## config.mk

```make
export PLATFORM = sky130hd
export DESIGN_NAME = sem_serial_expansion_port
export DESIGN_NICKNAME = d
export VERILOG_FILES = /design/src/core/sem_pkg.sv /design/src/core/sem_serial_expansion_port.sv
export SDC_FILE = /design/constraint.sdc
export NUM_CORES = 1
export LEC_CHECK = 0
export BUFFER_PORTS_ARGS = -buffer_cell sky130_fd_sc_hd__buf_2
export CAP_MARGIN = 0
export CORE_MARGIN = 2
export CORE_UTILIZATION = 56
export DETAILED_ROUTE_END_ITERATION = 12
export PLACE_DENSITY = 0.79
export SLEW_MARGIN = 0
export SYNTH_ARGS = -nofsm -noshare
export SYNTH_HDL_FRONTEND = slang
export SYNTH_SLANG_ARGS = --single-unit
```

## constraint.sdc

```tcl
create_clock -name I_SYS_CLK -period 2.65 [get_ports I_SYS_CLK]
set_input_delay 0 -clock I_SYS_CLK [delete_from_list [all_inputs] [get_ports I_SYS_CLK]]
set_output_delay 0 -clock I_SYS_CLK [all_outputs]
set_load 0.02 [all_outputs]
```

## src/core/sem_pkg.sv

```systemverilog
// package: constants and carrier types for the serial expansion port master
package sem_pkg;
  localparam int unsigned SEM_REF_CLK_HZ = 24_000_000;
  localparam int unsigned SEM_SCLK_MIN_HZ = 750_000;
  localparam int unsigned SEM_SCLK_MAX_HZ = 6_000_000;
  // half period in reference cycles: 24 MHz / 6 MHz / 2 = 2, 24 MHz / 0.75 MHz / 2 = 16
  localparam int unsigned SEM_HALF_MIN_I = SEM_REF_CLK_HZ / SEM_SCLK_MAX_HZ / 2;
  localparam int unsigned SEM_HALF_MAX_I = SEM_REF_CLK_HZ / SEM_SCLK_MIN_HZ / 2;
  localparam logic [4:0] SEM_HALF_MIN = SEM_HALF_MIN_I[4:0];
  localparam logic [4:0] SEM_HALF_MAX = SEM_HALF_MAX_I[4:0];
  localparam int unsigned SEM_DATA_W = 8;
  localparam logic [3:0] SEM_LAST_EDGE = 4'hF;
  localparam logic [7:0] SEM_RX_RST = 8'h00;

  typedef struct packed {
    logic cpol; // idle level of the serial clock
    logic cpha; // 1: data changes on the leading edge
    logic [4:0] half_div; // reference cycles per clock half
  } sem_cfg_t;

  typedef enum logic [3:0] {
    SEM_IDLE = 4'h1,
    SEM_SETUP = 4'h2,
    SEM_XFER = 4'h4,
    SEM_HOLD = 4'h8
  } sem_state_t;
endpackage

```

## src/core/sem_serial_expansion_port.sv

```systemverilog
// serial expansion port master: byte transfers to one of two selectable slaves
`timescale 1ns/1ps
// Operation
// two active-low selects, select 0 and select 1, each addresses one peripheral
// the serial clock is driven only by this master
// every transfer begins only when the master is started
// a peripheral answers only while selected and clocked by the master
// software chooses the serial clock between 0.75 MHz and 6 MHz
// serial clock is the 24 MHz reference divided by an even count
// polarity and phase controls give all four clock modes
// data leaves on master-out and is captured from master-in
// at most one select low at once, both high when idle
module sem_serial_expansion_port (
  input wire logic I_SYS_CLK, // reference clock
  input wire logic I_RST_B, // synchronous reset, active low
  input wire sem_pkg::sem_cfg_t I_CFG, // mode and rate, taken at start
  input wire logic I_START, // one-cycle request, taken while idle
  input wire logic I_SEL, // which slave to address
  input wire logic [7:0] I_TX_DATA, // byte to send, msb first
  input wire logic I_MISO, // serial data from slave
  output logic O_SCLK, // serial clock
  output logic O_MOSI, // serial data to slave
  output logic O_SELECT_LINE_0_N, // select line 0, active low
  output logic O_SELECT_LINE_1_N, // select line 1, active low
  output logic O_BUSY, // transfer in progress
  output logic O_DONE, // one-cycle pulse at end of transfer
  output logic [7:0] O_RX_DATA // last byte received
);
  import sem_pkg::*;

  sem_state_t state_reg;
  logic cpol_reg;
  logic cpha_reg;
  logic sel_reg;
  logic [4:0] half_reg;
  logic [4:0] cnt_reg;
  logic [3:0] edge_reg;
  logic [7:0] tx_reg;
  logic [7:0] rx_reg;
  logic tick;
  logic sample_edge;

  // out-of-range divisors are clamped so the rate never leaves the supported span
  function automatic logic [4:0] clamp_half(input logic [4:0] h);
    logic [4:0] r;
    r = h;
    if (h < SEM_HALF_MIN) begin
      r = SEM_HALF_MIN;
    end else if (h > SEM_HALF_MAX) begin
      r = SEM_HALF_MAX;
    end
    // odd counts are not possible here: a half period is a whole count of cycles
    return r;
  endfunction

  assign tick = (cnt_reg == 5'h00);
  assign sample_edge = (edge_reg[0] == cpha_reg);

  always_ff @(posedge I_SYS_CLK) begin
    if (!I_RST_B) begin
      state_reg <= SEM_IDLE;
    end else begin
      case (state_reg)
        SEM_IDLE: begin
          if (I_START) begin
            state_reg <= SEM_SETUP;
          end
        end
        SEM_SETUP: begin
          if (tick) begin
            state_reg <= SEM_XFER;
          end
        end
        SEM_XFER: begin
          if (tick && edge_reg == SEM_LAST_EDGE) begin
            state_reg <= SEM_HOLD;
          end
        end
        SEM_HOLD: begin
          if (tick) begin
            state_reg <= SEM_IDLE;
          end
        end
        default: begin
          state_reg <= SEM_IDLE;
        end
      endcase
    end
  end

  // configuration is frozen for the whole transfer
  always_ff @(posedge I_SYS_CLK) begin
    if (!I_RST_B) begin
      cpol_reg <= 1'b0;
      cpha_reg <= 1'b0;
      sel_reg <= 1'b0;
      half_reg <= SEM_HALF_MAX;
    end else if (state_reg == SEM_IDLE && I_START) begin
      cpol_reg <= I_CFG.cpol;
      cpha_reg <= I_CFG.cpha;
      sel_reg <= I_SEL;
      half_reg <= clamp_half(I_CFG.half_div);
    end
  end

  // half-period divider of the reference clock
  always_ff @(posedge I_SYS_CLK) begin
    if (!I_RST_B) begin
      cnt_reg <= 5'h00;
    end else if (state_reg == SEM_IDLE) begin
      cnt_reg <= clamp_half(I_CFG.half_div) - 5'h01;
    end else if (tick) begin
      cnt_reg <= half_reg - 5'h01;
    end else begin
      cnt_reg <= cnt_reg - 5'h01;
    end
  end

  always_ff @(posedge I_SYS_CLK) begin
    if (!I_RST_B) begin
      edge_reg <= 4'h0;
    end else if (state_reg != SEM_XFER) begin
      edge_reg <= 4'h0;
    end else if (tick) begin
      edge_reg <= edge_reg + 4'h1;
    end
  end

  // sixteen toggles bring the clock back to its idle level
  always_ff @(posedge I_SYS_CLK) begin
    if (!I_RST_B) begin
      O_SCLK <= 1'b0;
    end else if (state_reg == SEM_IDLE) begin
      O_SCLK <= I_START ? I_CFG.cpol : cpol_reg;
    end else if (state_reg == SEM_XFER && tick) begin
      O_SCLK <= ~O_SCLK;
    end
  end

  always_ff @(posedge I_SYS_CLK) begin
    if (!I_RST_B) begin
      tx_reg <= 8'h00;
      O_MOSI <= 1'b0;
    end else if (state_reg == SEM_IDLE && I_START) begin
      tx_reg <= I_TX_DATA;
      O_MOSI <= I_CFG.cpha ? 1'b0 : I_TX_DATA[7];
    end else if (state_reg == SEM_XFER && tick && !sample_edge
                 && edge_reg != SEM_LAST_EDGE) begin
      O_MOSI <= cpha_reg ? tx_reg[7] : tx_reg[6];
      tx_reg <= {tx_reg[6:0], 1'b0};
    end
  end

  always_ff @(posedge I_SYS_CLK) begin
    if (!I_RST_B) begin
      rx_reg <= SEM_RX_RST;
    end else if (state_reg == SEM_XFER && tick && sample_edge) begin
      rx_reg <= {rx_reg[6:0], I_MISO};
    end
  end

  // selects are released a half period after the last edge to give hold time
  always_ff @(posedge I_SYS_CLK) begin
    if (!I_RST_B) begin
      O_SELECT_LINE_0_N <= 1'b1;
      O_SELECT_LINE_1_N <= 1'b1;
    end else if (state_reg == SEM_IDLE && I_START) begin
      O_SELECT_LINE_0_N <= I_SEL;
      O_SELECT_LINE_1_N <= ~I_SEL;
    end else if (state_reg == SEM_HOLD && tick) begin
      O_SELECT_LINE_0_N <= 1'b1;
      O_SELECT_LINE_1_N <= 1'b1;
    end
  end

  always_ff @(posedge I_SYS_CLK) begin
    if (!I_RST_B) begin
      O_BUSY <= 1'b0;
      O_DONE <= 1'b0;
      O_RX_DATA <= SEM_RX_RST;
    end else begin
      O_DONE <= 1'b0;
      if (state_reg == SEM_IDLE && I_START) begin
        O_BUSY <= 1'b1;
      end else if (state_reg == SEM_HOLD && tick) begin
        O_BUSY <= 1'b0;
        O_DONE <= 1'b1;
        O_RX_DATA <= rx_reg;
      end
    end
  end
endmodule

```

-- Word level (Yosys, flattened, before mapping)
Index checks and enable logic that the tools add are counted.
W data, S select, Z words.
- add/sub/neg operators: 4
- magnitude comparators: 2
- eq/ne operators: 12
- multiplexer cells: 26
- bitwise gates (word level): 4
- reductions and logical operators: 16
- operators with widths (operator ; count):
    $mux W5 ; 6
    $mux W4 ; 4
    $mux W8 ; 2
    $pmux W4 S4 ; 1
    $sub A5 B1 Y5 const B ; 3
    $mux W1 ; 13
    $eq A4 B4 Y1 const B ; 2
    $ne A2 B2 Y1 const B ; 4
    $logic_and A1 B1 Y1 ; 7
    $reduce_bool A2 Y1 ; 3
    $gt A5 B5 Y1 const B ; 1
    $logic_not A5 Y1 ; 1
    $lt A5 B2 Y1 const B ; 1
    $add A4 B1 Y4 const B ; 1
    $eq A4 B1 Y1 const B ; 1
    $eq A4 B2 Y1 const B ; 1
    $eq A4 B3 Y1 const B ; 1
    $ne A4 B3 Y1 const B ; 1
    $ne A4 B4 Y1 const B ; 1
    $not A1 Y1 ; 4
    $reduce_and A4 Y1 ; 1
    $reduce_or A2 Y1 ; 2
    $reduce_and A2 Y1 ; 1
    $eq A1 B1 Y1 ; 1
    $logic_not A1 Y1 ; 1
- register bits: 50
- bits of input ports: 20
- output and inout port bits: 14

-- Logic depth before layout (Yosys ltp)
Gate-level depths: netlist (run 1).
- word-level depth: 7
- mapped depth: 9

-- Worst setup path before layout (run 1)
No wires, ideal clock.
- kind: register -> register
- start: reg state_reg[1]
- end: reg cnt_reg[4]
- library setup time: 0.071 ns
- data arrival time: 1.842 ns
- required time: 2.579 ns
- slack: 0.737 ns
- stages on the path, launching flop included: 9
- clock period less this slack: 1.913 ns
- cell sequence: dfxtp_1 > buf_2 > nor4b_4 > mux2_2 > inv_1 > ha_1 > o21ai_0 > or3_1 > a21oi_1
- longest elaborated chain between the ends: 2
- RTL lines (what ; RTL line ; text):
    start: declaration ; sem_serial_expansion_port.sv:31 ; sem_state_t state_reg;
    start signal: assignment ; sem_serial_expansion_port.sv:61 ; state_reg <= SEM_IDLE;
    start signal: assignment ; sem_serial_expansion_port.sv:66 ; state_reg <= SEM_SETUP;
    start signal: assignment ; sem_serial_expansion_port.sv:71 ; state_reg <= SEM_XFER;
    $eq A4 B1 Y1 ; sem_serial_expansion_port.sv:110 ; end else if (state_reg == SEM_IDLE) begin
    $mux W5 ; sem_serial_expansion_port.sv:110 ;
    end signal: assignment ; sem_serial_expansion_port.sv:111 ; cnt_reg <= clamp_half(I_CFG.half_div) - 5'h01;
    end signal: assignment ; sem_serial_expansion_port.sv:113 ; cnt_reg <= half_reg - 5'h01;
    end signal: assignment ; sem_serial_expansion_port.sv:115 ; cnt_reg <= cnt_reg - 5'h01;
    end: declaration ; sem_serial_expansion_port.sv:36 ; logic [4:0] cnt_reg;
No other way between the ends.
A chain may end at the register's enable or synchronous reset.

-- Worst setup path in the final report (run 1)
- start: reg state_reg[0]
- end: reg cnt_reg[4]
The elaborated chain is that of the path after synthesis.

==> results of run 1 <==
-- worst min-delay path, delay by kind of cell --
family	cells	cell delay, ns
simple gates	2	0.17
buf+inv	1	0.11
-- cell families after synthesis --
kind of cell / after synthesis / synth area share
AOI/OAI and AO/OA: 41 / 0.127
xor gates and xnor gates: 7 / 0.0276
adders and majority gates: 2 / 0.0113
buffers and inverters: 23 / 0.0536
DFF: 50 / 0.451
muxes: 19 / 0.0863
and+or+nand+nor: 110 / 0.243
-- metal layers --
layer  GRT usage  up-vias  share of wire
li1            -      940              -
met1       0.285      839           0.45
met2       0.359       50           0.46
met3      0.0743       12          0.062
met4       0.112        0          0.024
met5           0        -              0
-- layout make-up --
type                    instances  area share
inverters                       8      0.0115
clock buffers                   6      0.0279
flip-flops and latches         50       0.385
clock inverters                 2      0.0144
repair buffers                 47       0.115
multi-input cells             179       0.423
well taps                      48      0.0231
-- worst paths after layout --
check / slack, ns / start / depth (start not counted) / to
max: 0.27 / state_reg[0] / 7 / cnt_reg[4]
min: 0.02 / I_START / 3 / state_reg[0]
max reg2reg: 0.27 / state_reg[0] / 7 / cnt_reg[4]
min reg2reg: 0.46 / cpol_reg / 2 / cpol_reg
-- layout by cell type (no fill, tap or decap), types with 3 or more instances in the layout --
cell type      Yosys  layout
dfxtp_1           50      50
nor2_1            44      44
nand2_1           35      35
buf_2              2      33
mux2i_1           18      18
a21oi_1           13      13
dlygate4sd3_1      0      12
inv_1              7       7
a311oi_1           7       7
nand3_1            6       6
o21ai_0            5       5
clkbuf_8           0       5
xnor2_1            4       4
and3_1             4       4
xor2_1             3       3
-- power by group through the flow --
stage / Sequential, uW / Combinational [uW] / Clock, uW
after floorplan: 870 / 299 / 0
after detailed placement: 877 / 358 / 0
after global placement: 878 / 347 / 0
after global routing: 872 / 421 / 574
after CTS: 862 / 375 / 542
final: 865 / 378 / 533
-- metrics by stage --
| step | util | power [uW] | hold WS, ns |
|---|---|---|---|
| floorplan | - | 1170 | 0.124 |
| global placement | 0.633 | 1220 | 0.237 |
| detailed placement | 0.633 | 1240 | 0.259 |
| CTS | 0.695 | 1780 | 0.0181 |
| global route | 0.695 | 1870 | 0.0331 |
| finish | 0.695 | 1780 | 0.0175 |
==> qor.yml, run 1 <==
placed_design:
  globalplace.congestion: 0.876
  pre_cts_ws_ns: 0.292
  post-dp-hpwl_um: 3040
  port_buffers: 33
  dp.cells: 320
  placed_area_um2: 2370
logic_synthesis:
  syn_area_um2: 2220
  synth_cell_types: 48
  synth-edff-count: 0
  yosysSeqAreaShare: 0.451
  netlist.area_leader.share: 0.451
  synth.largest_area_cell: "dfxtp_1"
  synthTopCellsByCount: "dfxtp_1 (50), nor2_1 (44), nand2_1 (35), mux2i_1 (18), a21oi_1 (13)"
  ys_ff_latch: 50
  synth_area_leaders: "dfxtp_1 (45%), mux2i_1 (8.1%), nor2_1 (7.4%)"
  synth.net_count: 274
  ys.flop_type: "dfxtp_1"
  synth.most_common_cell: "dfxtp_1"
  yosysWarnings: 0
  async_reset_ff_frac: 0
  post_synth.cell_area_avg_um2: 8.80
  netlist_instances: 252
detailed_routing:
  drc: 0
  vias: 1841
  drt_iter0_markers: 114
  ant_nets: 0
  firstDrtPassIters: 4
  wirelength_um: 4650
  vias_per_cell: 5.41
  post_drt_wl_per_cell_um: 13.7
job:
  maxCapViolCount: 0
floorplan:
  pin_count: 34
  die_area_um2: 4480
  dieHeight_um: 66.9
  fp.dieW_um: 66.9
  initial_core_util: 0.593
  rows: 22
  core_area_um2: 3740
cts:
  clock-sinks: 50
  clk-insertion-delay-late_ns: 0.31
  path_clk_slew_ns: 0.09
  root_buffer: "clkbuf_8"
  ctsHtreeMaxLevel: 2
  tritoncts: "built"
  post-cts-setup-buffer-count: 0
  cts_buffers: 5
  cts_resized: 0
  cts_buffer_depth: 2
  postCtsHoldBufs: 12
global_routing:
  antenna_found_initial: 0
  grt_pass1_vias: 1726
  grt_max_degree: 38
  grt_overflow: 0
  grt_pass1_wl_um: 7700
  grtUsageTotal: 0.230
sta:
  tns_ns: 0
  hold_viol_final: 0
  layout_min_cycle_time_ns: 2.38
  period_share: 0.899
  rsz0062_at_grt: "no"
  slew_viol_final: 0
  fmax_mhz: 420
  setup_viol: 0
  skew_ns: 0.00605
  fin_ws_ns: 0.268
  maxSlewHeadroom: 0.569
  worst_pin_slew_ns: 0.646
worst_setup_path:
  cp_num_buf_inv: 1
  worstSetupPathType: "register to register"
  cp_slowest_stage_delay_ns: 0.54
  cp-end-kind: "register"
  worstPathArrival_ns: 2.62
  cp_top_family: "simple AND/OR/NAND/NOR gates"
  critical_path_required_ns: 2.89
  cp-start-kind: "register"
  critPathMaxFanout: 12
  slowest_stage: "dfxtp_1"
  path_cells: "nor4b_4 -> mux2_2 -> inv_1 -> ha_1 -> o21ai_0 -> or3_1 -> a21oi_1"
layout:
  nets: 313
  area_delta_synth_final_pct: 17.2
  drive_above_1_share: 0.178
  stdcell_area_um2: 2600
  seqCellArea_um2: 1000
  final_cells: 340
  multi_input_area_um2: 1100
  fill_cells: 325
  num_antenna_cells: 0
power:
  p_int_uw: 1250
  netSwitchingPower_uw: 525
  peakVddDrop_mv: 0.440
  p_leak_uw: 0.00104
  pwr-share-seq: 0.487
  swShare: 0.296
  powerDensity_nw_per_um2: 683
  pwr-share-comb: 0.213
  clkPwrFrac: 0.300
min_path:
  hold_path.class: "input port to register"
status:
  status: "finished, final reports clean"
(Power assumes the default switching activity.)
==> inputs of run 2 (changes only) <==
- CORE_UTILIZATION: 56 -> 55
- PLACE_DENSITY: 0.79 -> 0.78
==> run 2 against run 1 <==
  * Core utilization is 3.5 points lower
  * Wire length fell by 3.6%
  * Final area unchanged
  * First-iteration DRC count up 28%
  * Non-clock buffer count unchanged
  * Worst setup slack better by 0.28 ns
==> qor.yml, run 2 (synthesis results as in run 1) <==
detailed_routing:
  post_drt_wl_per_cell_um: 13.1
  vias: 1836
  drt_iter0_markers: 146
  ant_nets: 0
  drc: 0
  vias_per_cell: 5.37
  wirelength_um: 4480
  firstDrtPassIters: 4
layout:
  stdcell_area_um2: 2600
  num_antenna_cells: 0
  mostFrequentLayoutCells: "dfxtp_1 (50), nor2_1 (44), nand2_1 (35)"
  nets: 313
  drive_above_1_share: 0.182
  layout_commonest_cell: "dfxtp_1"
  area_delta_synth_final_pct: 17.2
placed_design:
  placed_area_um2: 2380
  pre_cts_ws_ns: 0.543
  port_buffers: 33
  post-dp-hpwl_um: 2970
  globalplace.congestion: 0.801
power:
  totalPowerFinal_uw: 1770
  peakVddDrop_mv: 0.370
  powerDensity_nw_per_um2: 680
  p_leak_uw: 0.00104
floorplan:
  pin_count: 34
  die_area_um2: 4560
  core_area_um2: 3940
  initial_core_util: 0.563
  rows: 23
  fp.dieW_um: 67.5
  dieHeight_um: 67.5
cts:
  post-cts-setup-buffer-count: 0
  clock-sinks: 50
  cts_buffers: 5
  ctsHtreeMaxLevel: 2
  cts_buffer_depth: 2
  path_clk_slew_ns: 0.09
  postCtsHoldBufs: 11
  clk-insertion-delay-late_ns: 0.30
  cts_resized: 0
  tritoncts: "built"
  root_buffer: "clkbuf_8"
global_routing:
  grt_pass1_wl_um: 7420
  grtUsageTotal: 0.215
  grt_overflow: 0
  grt_max_degree: 38
  antenna_found_initial: 0
  grt_pass1_vias: 1681
worst_setup_path:
  critical_path_required_ns: 2.88
  cp-end-kind: "register"
  worstPathArrival_ns: 2.34
  critPathMaxFanout: 11
  cp-start-kind: "register"
  worstSetupPathType: "register to register"
sta:
  hold_viol_final: 0
  period_share: 0.795
  worst_pin_slew_ns: 0.614
  maxSlewHeadroom: 0.590
  slew_viol_final: 0
  setup_viol: 0
  layout_min_cycle_time_ns: 2.11
  tns_ns: 0
  fmax_mhz: 475
  rsz0062_at_grt: "no"
  skew_ns: 0.00716
  fin_ws_ns: 0.545
job:
  maxCapViolCount: 0
min_path:
  hold_path.class: "input port to register"
status:
  status: "finished, final reports clean"
-- run 2: cell types whose count changed in the layout (fill, tap and decap cells not counted) --
cell           previous run  this run
buf_4                     2         3
dlygate4sd3_1            12        11
-- run 2: metrics by stage --
| step | cells | utilization | hold slack, ns |
|---|---|---|---|
| after detailed placement | 323 | 0.604 | 0.251 |
| final | 342 | 0.659 | 0.0205 |
| after global routing | 342 | 0.659 | 0.0413 |
| after CTS | 342 | 0.659 | 0.0194 |
| after floorplan | 252 | - | 0.124 |
| after global placement | 323 | 0.604 | 0.236 |
-- run 2: final timing paths --
| check | cells past startpoint | endpoint | from | slack (ns) |
|---|---|---|---|---|
| hold reg to reg | 2 | cpol_reg | cpol_reg | 0.47 |
| setup / recovery | 9 | cnt_reg[4] | state_reg[1] | 0.54 |
| hold / removal | 3 | state_reg[0] | I_START | 0.02 |
| setup reg to reg | 9 | cnt_reg[4] | state_reg[1] | 0.54 |
-- run 2: area by class of cell --
| type | instances | area (um^2) |
|---|---|---|
| multi-input cells | 179 | 1100 |
| inverters | 8 | 30.0 |
| well taps | 50 | 62.6 |
| repair buffers | 47 | 298 |
| flip-flops and latches | 50 | 1000 |
| fillers | 329 | 1340 |
| clock inverters | 2 | 37.5 |
| clock buffers | 6 | 72.6 |
-- run 2: power by group --
group	total, uW	switching (uW)	internal [uW]
combinational	380	219	161
sequential	864	53.6	810
clock	524	242	282
total	1770	514	1250
-- run 2: metal layers --
metal | vias up | share of wire | track usage
met2 | 44 | 0.47 | 0.354
met1 | 851 | 0.47 | 0.274
met5 | - | 0 | 0
li1 | 937 | - | -
met4 | 0 | 0.0069 | 0.0740
met3 | 4 | 0.052 | 0.0517
-- run 2: critical path: stages, from the launching register on --
cell and delay (ns):
dfxtp_1 0.57, nor4b_4 0.08, buf_4 0.19, a311oi_1 0.26
a21oi_1 0.11, inv_1 0.08, ha_1 0.18, o21ai_0 0.10
or3_1 0.35, a21oi_1 0.12
==> inputs of run 3 (changes only) <==
- ABC_AREA: default -> 1
- PLACE_DENSITY: 0.78 -> 0.77
- clock period: 2.65 -> 2.1 ns (I/O delays scaled with it)
==> run 3 against run 2 <==
  * Core utilization decreased by 1.3 points
  * Flip-flop and latch count is the same
  * Sequential share of layout area rose by 0.51 points
  * Worst setup slack worse by 0.11 ns
  * Via count grew 7.4%
  * Synthesized area up 1.1%
  * Critical path depth stayed put
  * Count of clock-buffer cells in the layout is the same
  * Critical path type unchanged
  * Critical endpoint is now tx_reg[7]
  * Largest power group unchanged
  * Highest routed layer unchanged
==> qor.yml, run 3 <==
status:
  status: "finished, final reports clean"
logic_synthesis:
  synth.net_count: 321
  synth_area_leaders: "dfxtp_1 (45%), nand2_1 (11%), a21oi_1 (6.0%)"
  netlist.area_leader.share: 0.446
  synth.largest_area_cell: "dfxtp_1"
  ys.flop_type: "dfxtp_1"
  netlist_instances: 299
  post_synth.cell_area_avg_um2: 7.50
  synthTopCellsByCount: "nand2_1 (67), dfxtp_1 (50), inv_1 (29)"
  synth.most_common_cell: "nand2_1"
  syn_area_um2: 2240
  synth_cell_types: 34
  async_reset_ff_frac: 0
  yosysSeqAreaShare: 0.446
  yosysWarnings: 0
  ys_ff_latch: 50
  synth-edff-count: 0
worst_setup_path:
  rr_worst_depth: 9
  slowest_stage: "dfxtp_1"
  cp_top_family: "simple AND/OR/NAND/NOR gates"
  worstSetupPathType: "register to register"
  critical_path_required_ns: 2.30
  regToRegSetupSlack_ns: 0.44
  cp_num_buf_inv: 3
  path_cells: "inv_1 -> nor2_4 -> nand2_4 -> nor2_8 -> inv_4 -> nand2_4 -> inv_1 -> nor2_1 -> nor2_1"
  regToRegStartpoint: "state_reg[0]"
  cp-end-kind: "register"
  worstPathArrival_ns: 1.87
  cp_slowest_stage_delay_ns: 0.35
  critPathMaxFanout: 23
  r2r-end: "tx_reg[7]"
  cp-start-kind: "register"
sta:
  period_share: 0.791
  slew_viol_final: 0
  layout_min_cycle_time_ns: 1.66
  skew_ns: 0.00383
  fmax_mhz: 602
  whs_ns: 0.0119
  hold_viol_final: 0
  tns_ns: 0
  rsz0062_at_grt: "no"
  setup_viol: 0
  fin_ws_ns: 0.438
  worst_pin_slew_ns: 0.477
  maxSlewHeadroom: 0.682
detailed_routing:
  vias_per_cell: 5.08
  wirelength_um: 4510
  top_layer_used: "met4"
  firstDrtPassIters: 4
  drt_iter0_markers: 115
  route.met3.wl_um: 226
  post_drt_wl_per_cell_um: 11.6
  ant_nets: 0
  met1_length_um: 2130
  vias: 1972
  drc: 0
  wl_met2_um: 2090
placed_design:
  globalplace.congestion: 0.850
  port_buffers: 33
  post-dp-hpwl_um: 3260
  pre_cts_ws_ns: 0.462
floorplan:
  core_area_um2: 3970
  fp.dieW_um: 67.9
  initial_core_util: 0.565
  die_area_um2: 4600
  rows: 23
  pin_count: 34
  dieHeight_um: 67.9
power:
  p_leak_uw: 0.00111
  netSwitchingPower_uw: 704
  powerDensity_nw_per_um2: 850
  peakVddDrop_mv: 0.428
  swShare: 0.323
  totalPowerFinal_uw: 2180
  p_int_uw: 1480
  pwr-share-seq: 0.495
  pwr-share-comb: 0.237
  clkPwrFrac: 0.268
layout:
  area_delta_synth_final_pct: 14.5
  nets: 359
  drive_above_1_share: 0.192
  fill_cells: 361
  layout_commonest_cell: "nand2_1"
  multi_input_area_um2: 1040
  num_antenna_cells: 0
  mostFrequentLayoutCells: "nand2_1 (67), dfxtp_1 (50), buf_2 (33)"
  seqCellArea_um2: 1000
cts:
  tritoncts: "built"
  path_clk_slew_ns: 0.09
  clock-sinks: 50
  root_buffer: "clkbuf_8"
  ctsHtreeMaxLevel: 2
  cts_buffer_depth: 2
  post-cts-setup-buffer-count: 0
  clk-insertion-delay-late_ns: 0.30
  cts_buffers: 5
min_path:
  min_path_cells: 4
  hold_path.startpoint: "I_START"
  hold_path.class: "input port to register"
  min_to: "O_SCLK"
global_routing:
  grt_pass1_vias: 1704
  grt_overflow: 0
  grtUsageTotal: 0.214
  grt_pass1_wl_um: 7370
  grt_max_degree: 27
  antenna_found_initial: 0
job:
  maxCapViolCount: 0
-- run 3: changes by cell type in the layout (fill, tap and decap cells not counted), sizes merged, moves of 5 or more --
cell / delta
dlygate4sd3: -5
nand3: +14
nand2: +36
nor2: -8
a311oi: -7
mux2i: -18
inv: +25
a21oi: +14
o21ai: +23
-- run 3: layer usage --
layer,global-route usage,up-vias
li1,-,1048
met2,0.343,48
met4,0.0825,0
met3,0.0444,6
met5,0,-
met1,0.284,870
-- run 3: what timing repair did --
item                                   4_1_cts  5_1_grt
endpoints found under the hold margin        8        0
hold buffers                                 6        0
gates resized for setup                      0        0
setup endpoints to repair                    0        0
-- run 3: kinds of logic after synthesis --
family	Yosys count	share of synthesized area
flops	50	0.446
xor+xnor	1	0.00391
compound gates	63	0.152
buf+inv	43	0.0893
simple gates	140	0.297
fa+ha+maj	2	0.0112
-- run 3: worst max path at each step --
stage | slack [ns] | depth (start not counted) | start | endpoint
2_1_floorplan | 0.72 | 8 | state_reg[3] | cnt_reg[2]
3_3_place_gp | 0.53 | 8 | state_reg[3] | tx_reg[0]
3_5_place_dp | 0.46 | 9 | state_reg[0] | tx_reg[0]
4_1_cts | 0.44 | 9 | state_reg[0] | tx_reg[0]
5_1_grt | 0.26 | 5 | cnt_reg[1] | O_RX_DATA[1]
6_report | 0.44 | 9 | state_reg[0] | tx_reg[7]
-- run 3: tightest hold or removal path: stages --
cell     delay, ns
buf_2         0.10
nor2_1        0.06
nand2_1       0.05
a31oi_1       0.07
-- run 3: power groups by stage --
stage	logic (uW)	clock network (uW)	registers, uW
global placement	499	0	1100
floorplan	410	0	1100
detailed placement	507	0	1100
global route	592	626	1090
CTS	518	596	1080
finish	518	584	1080
-- run 3: layout make-up --
class / instances / area share
Multi-Input combinational cell: 206 / 0.406
Clock inverter: 2 / 0.00488
Timing Repair Buffer: 41 / 0.0936
Sequential cell: 50 / 0.390
Inverter: 33 / 0.0492
Tap cell: 50 / 0.0244
Clock buffer: 6 / 0.0322
-- run 3: stage by stage --
stage	cells	utilization	instance area (um^2)
floorplan	299	-	2240
global placement	374	0.607	2410
detailed placement	374	0.607	2410
CTS	388	0.646	2570
global route	388	0.646	2570
finish	388	0.646	2570
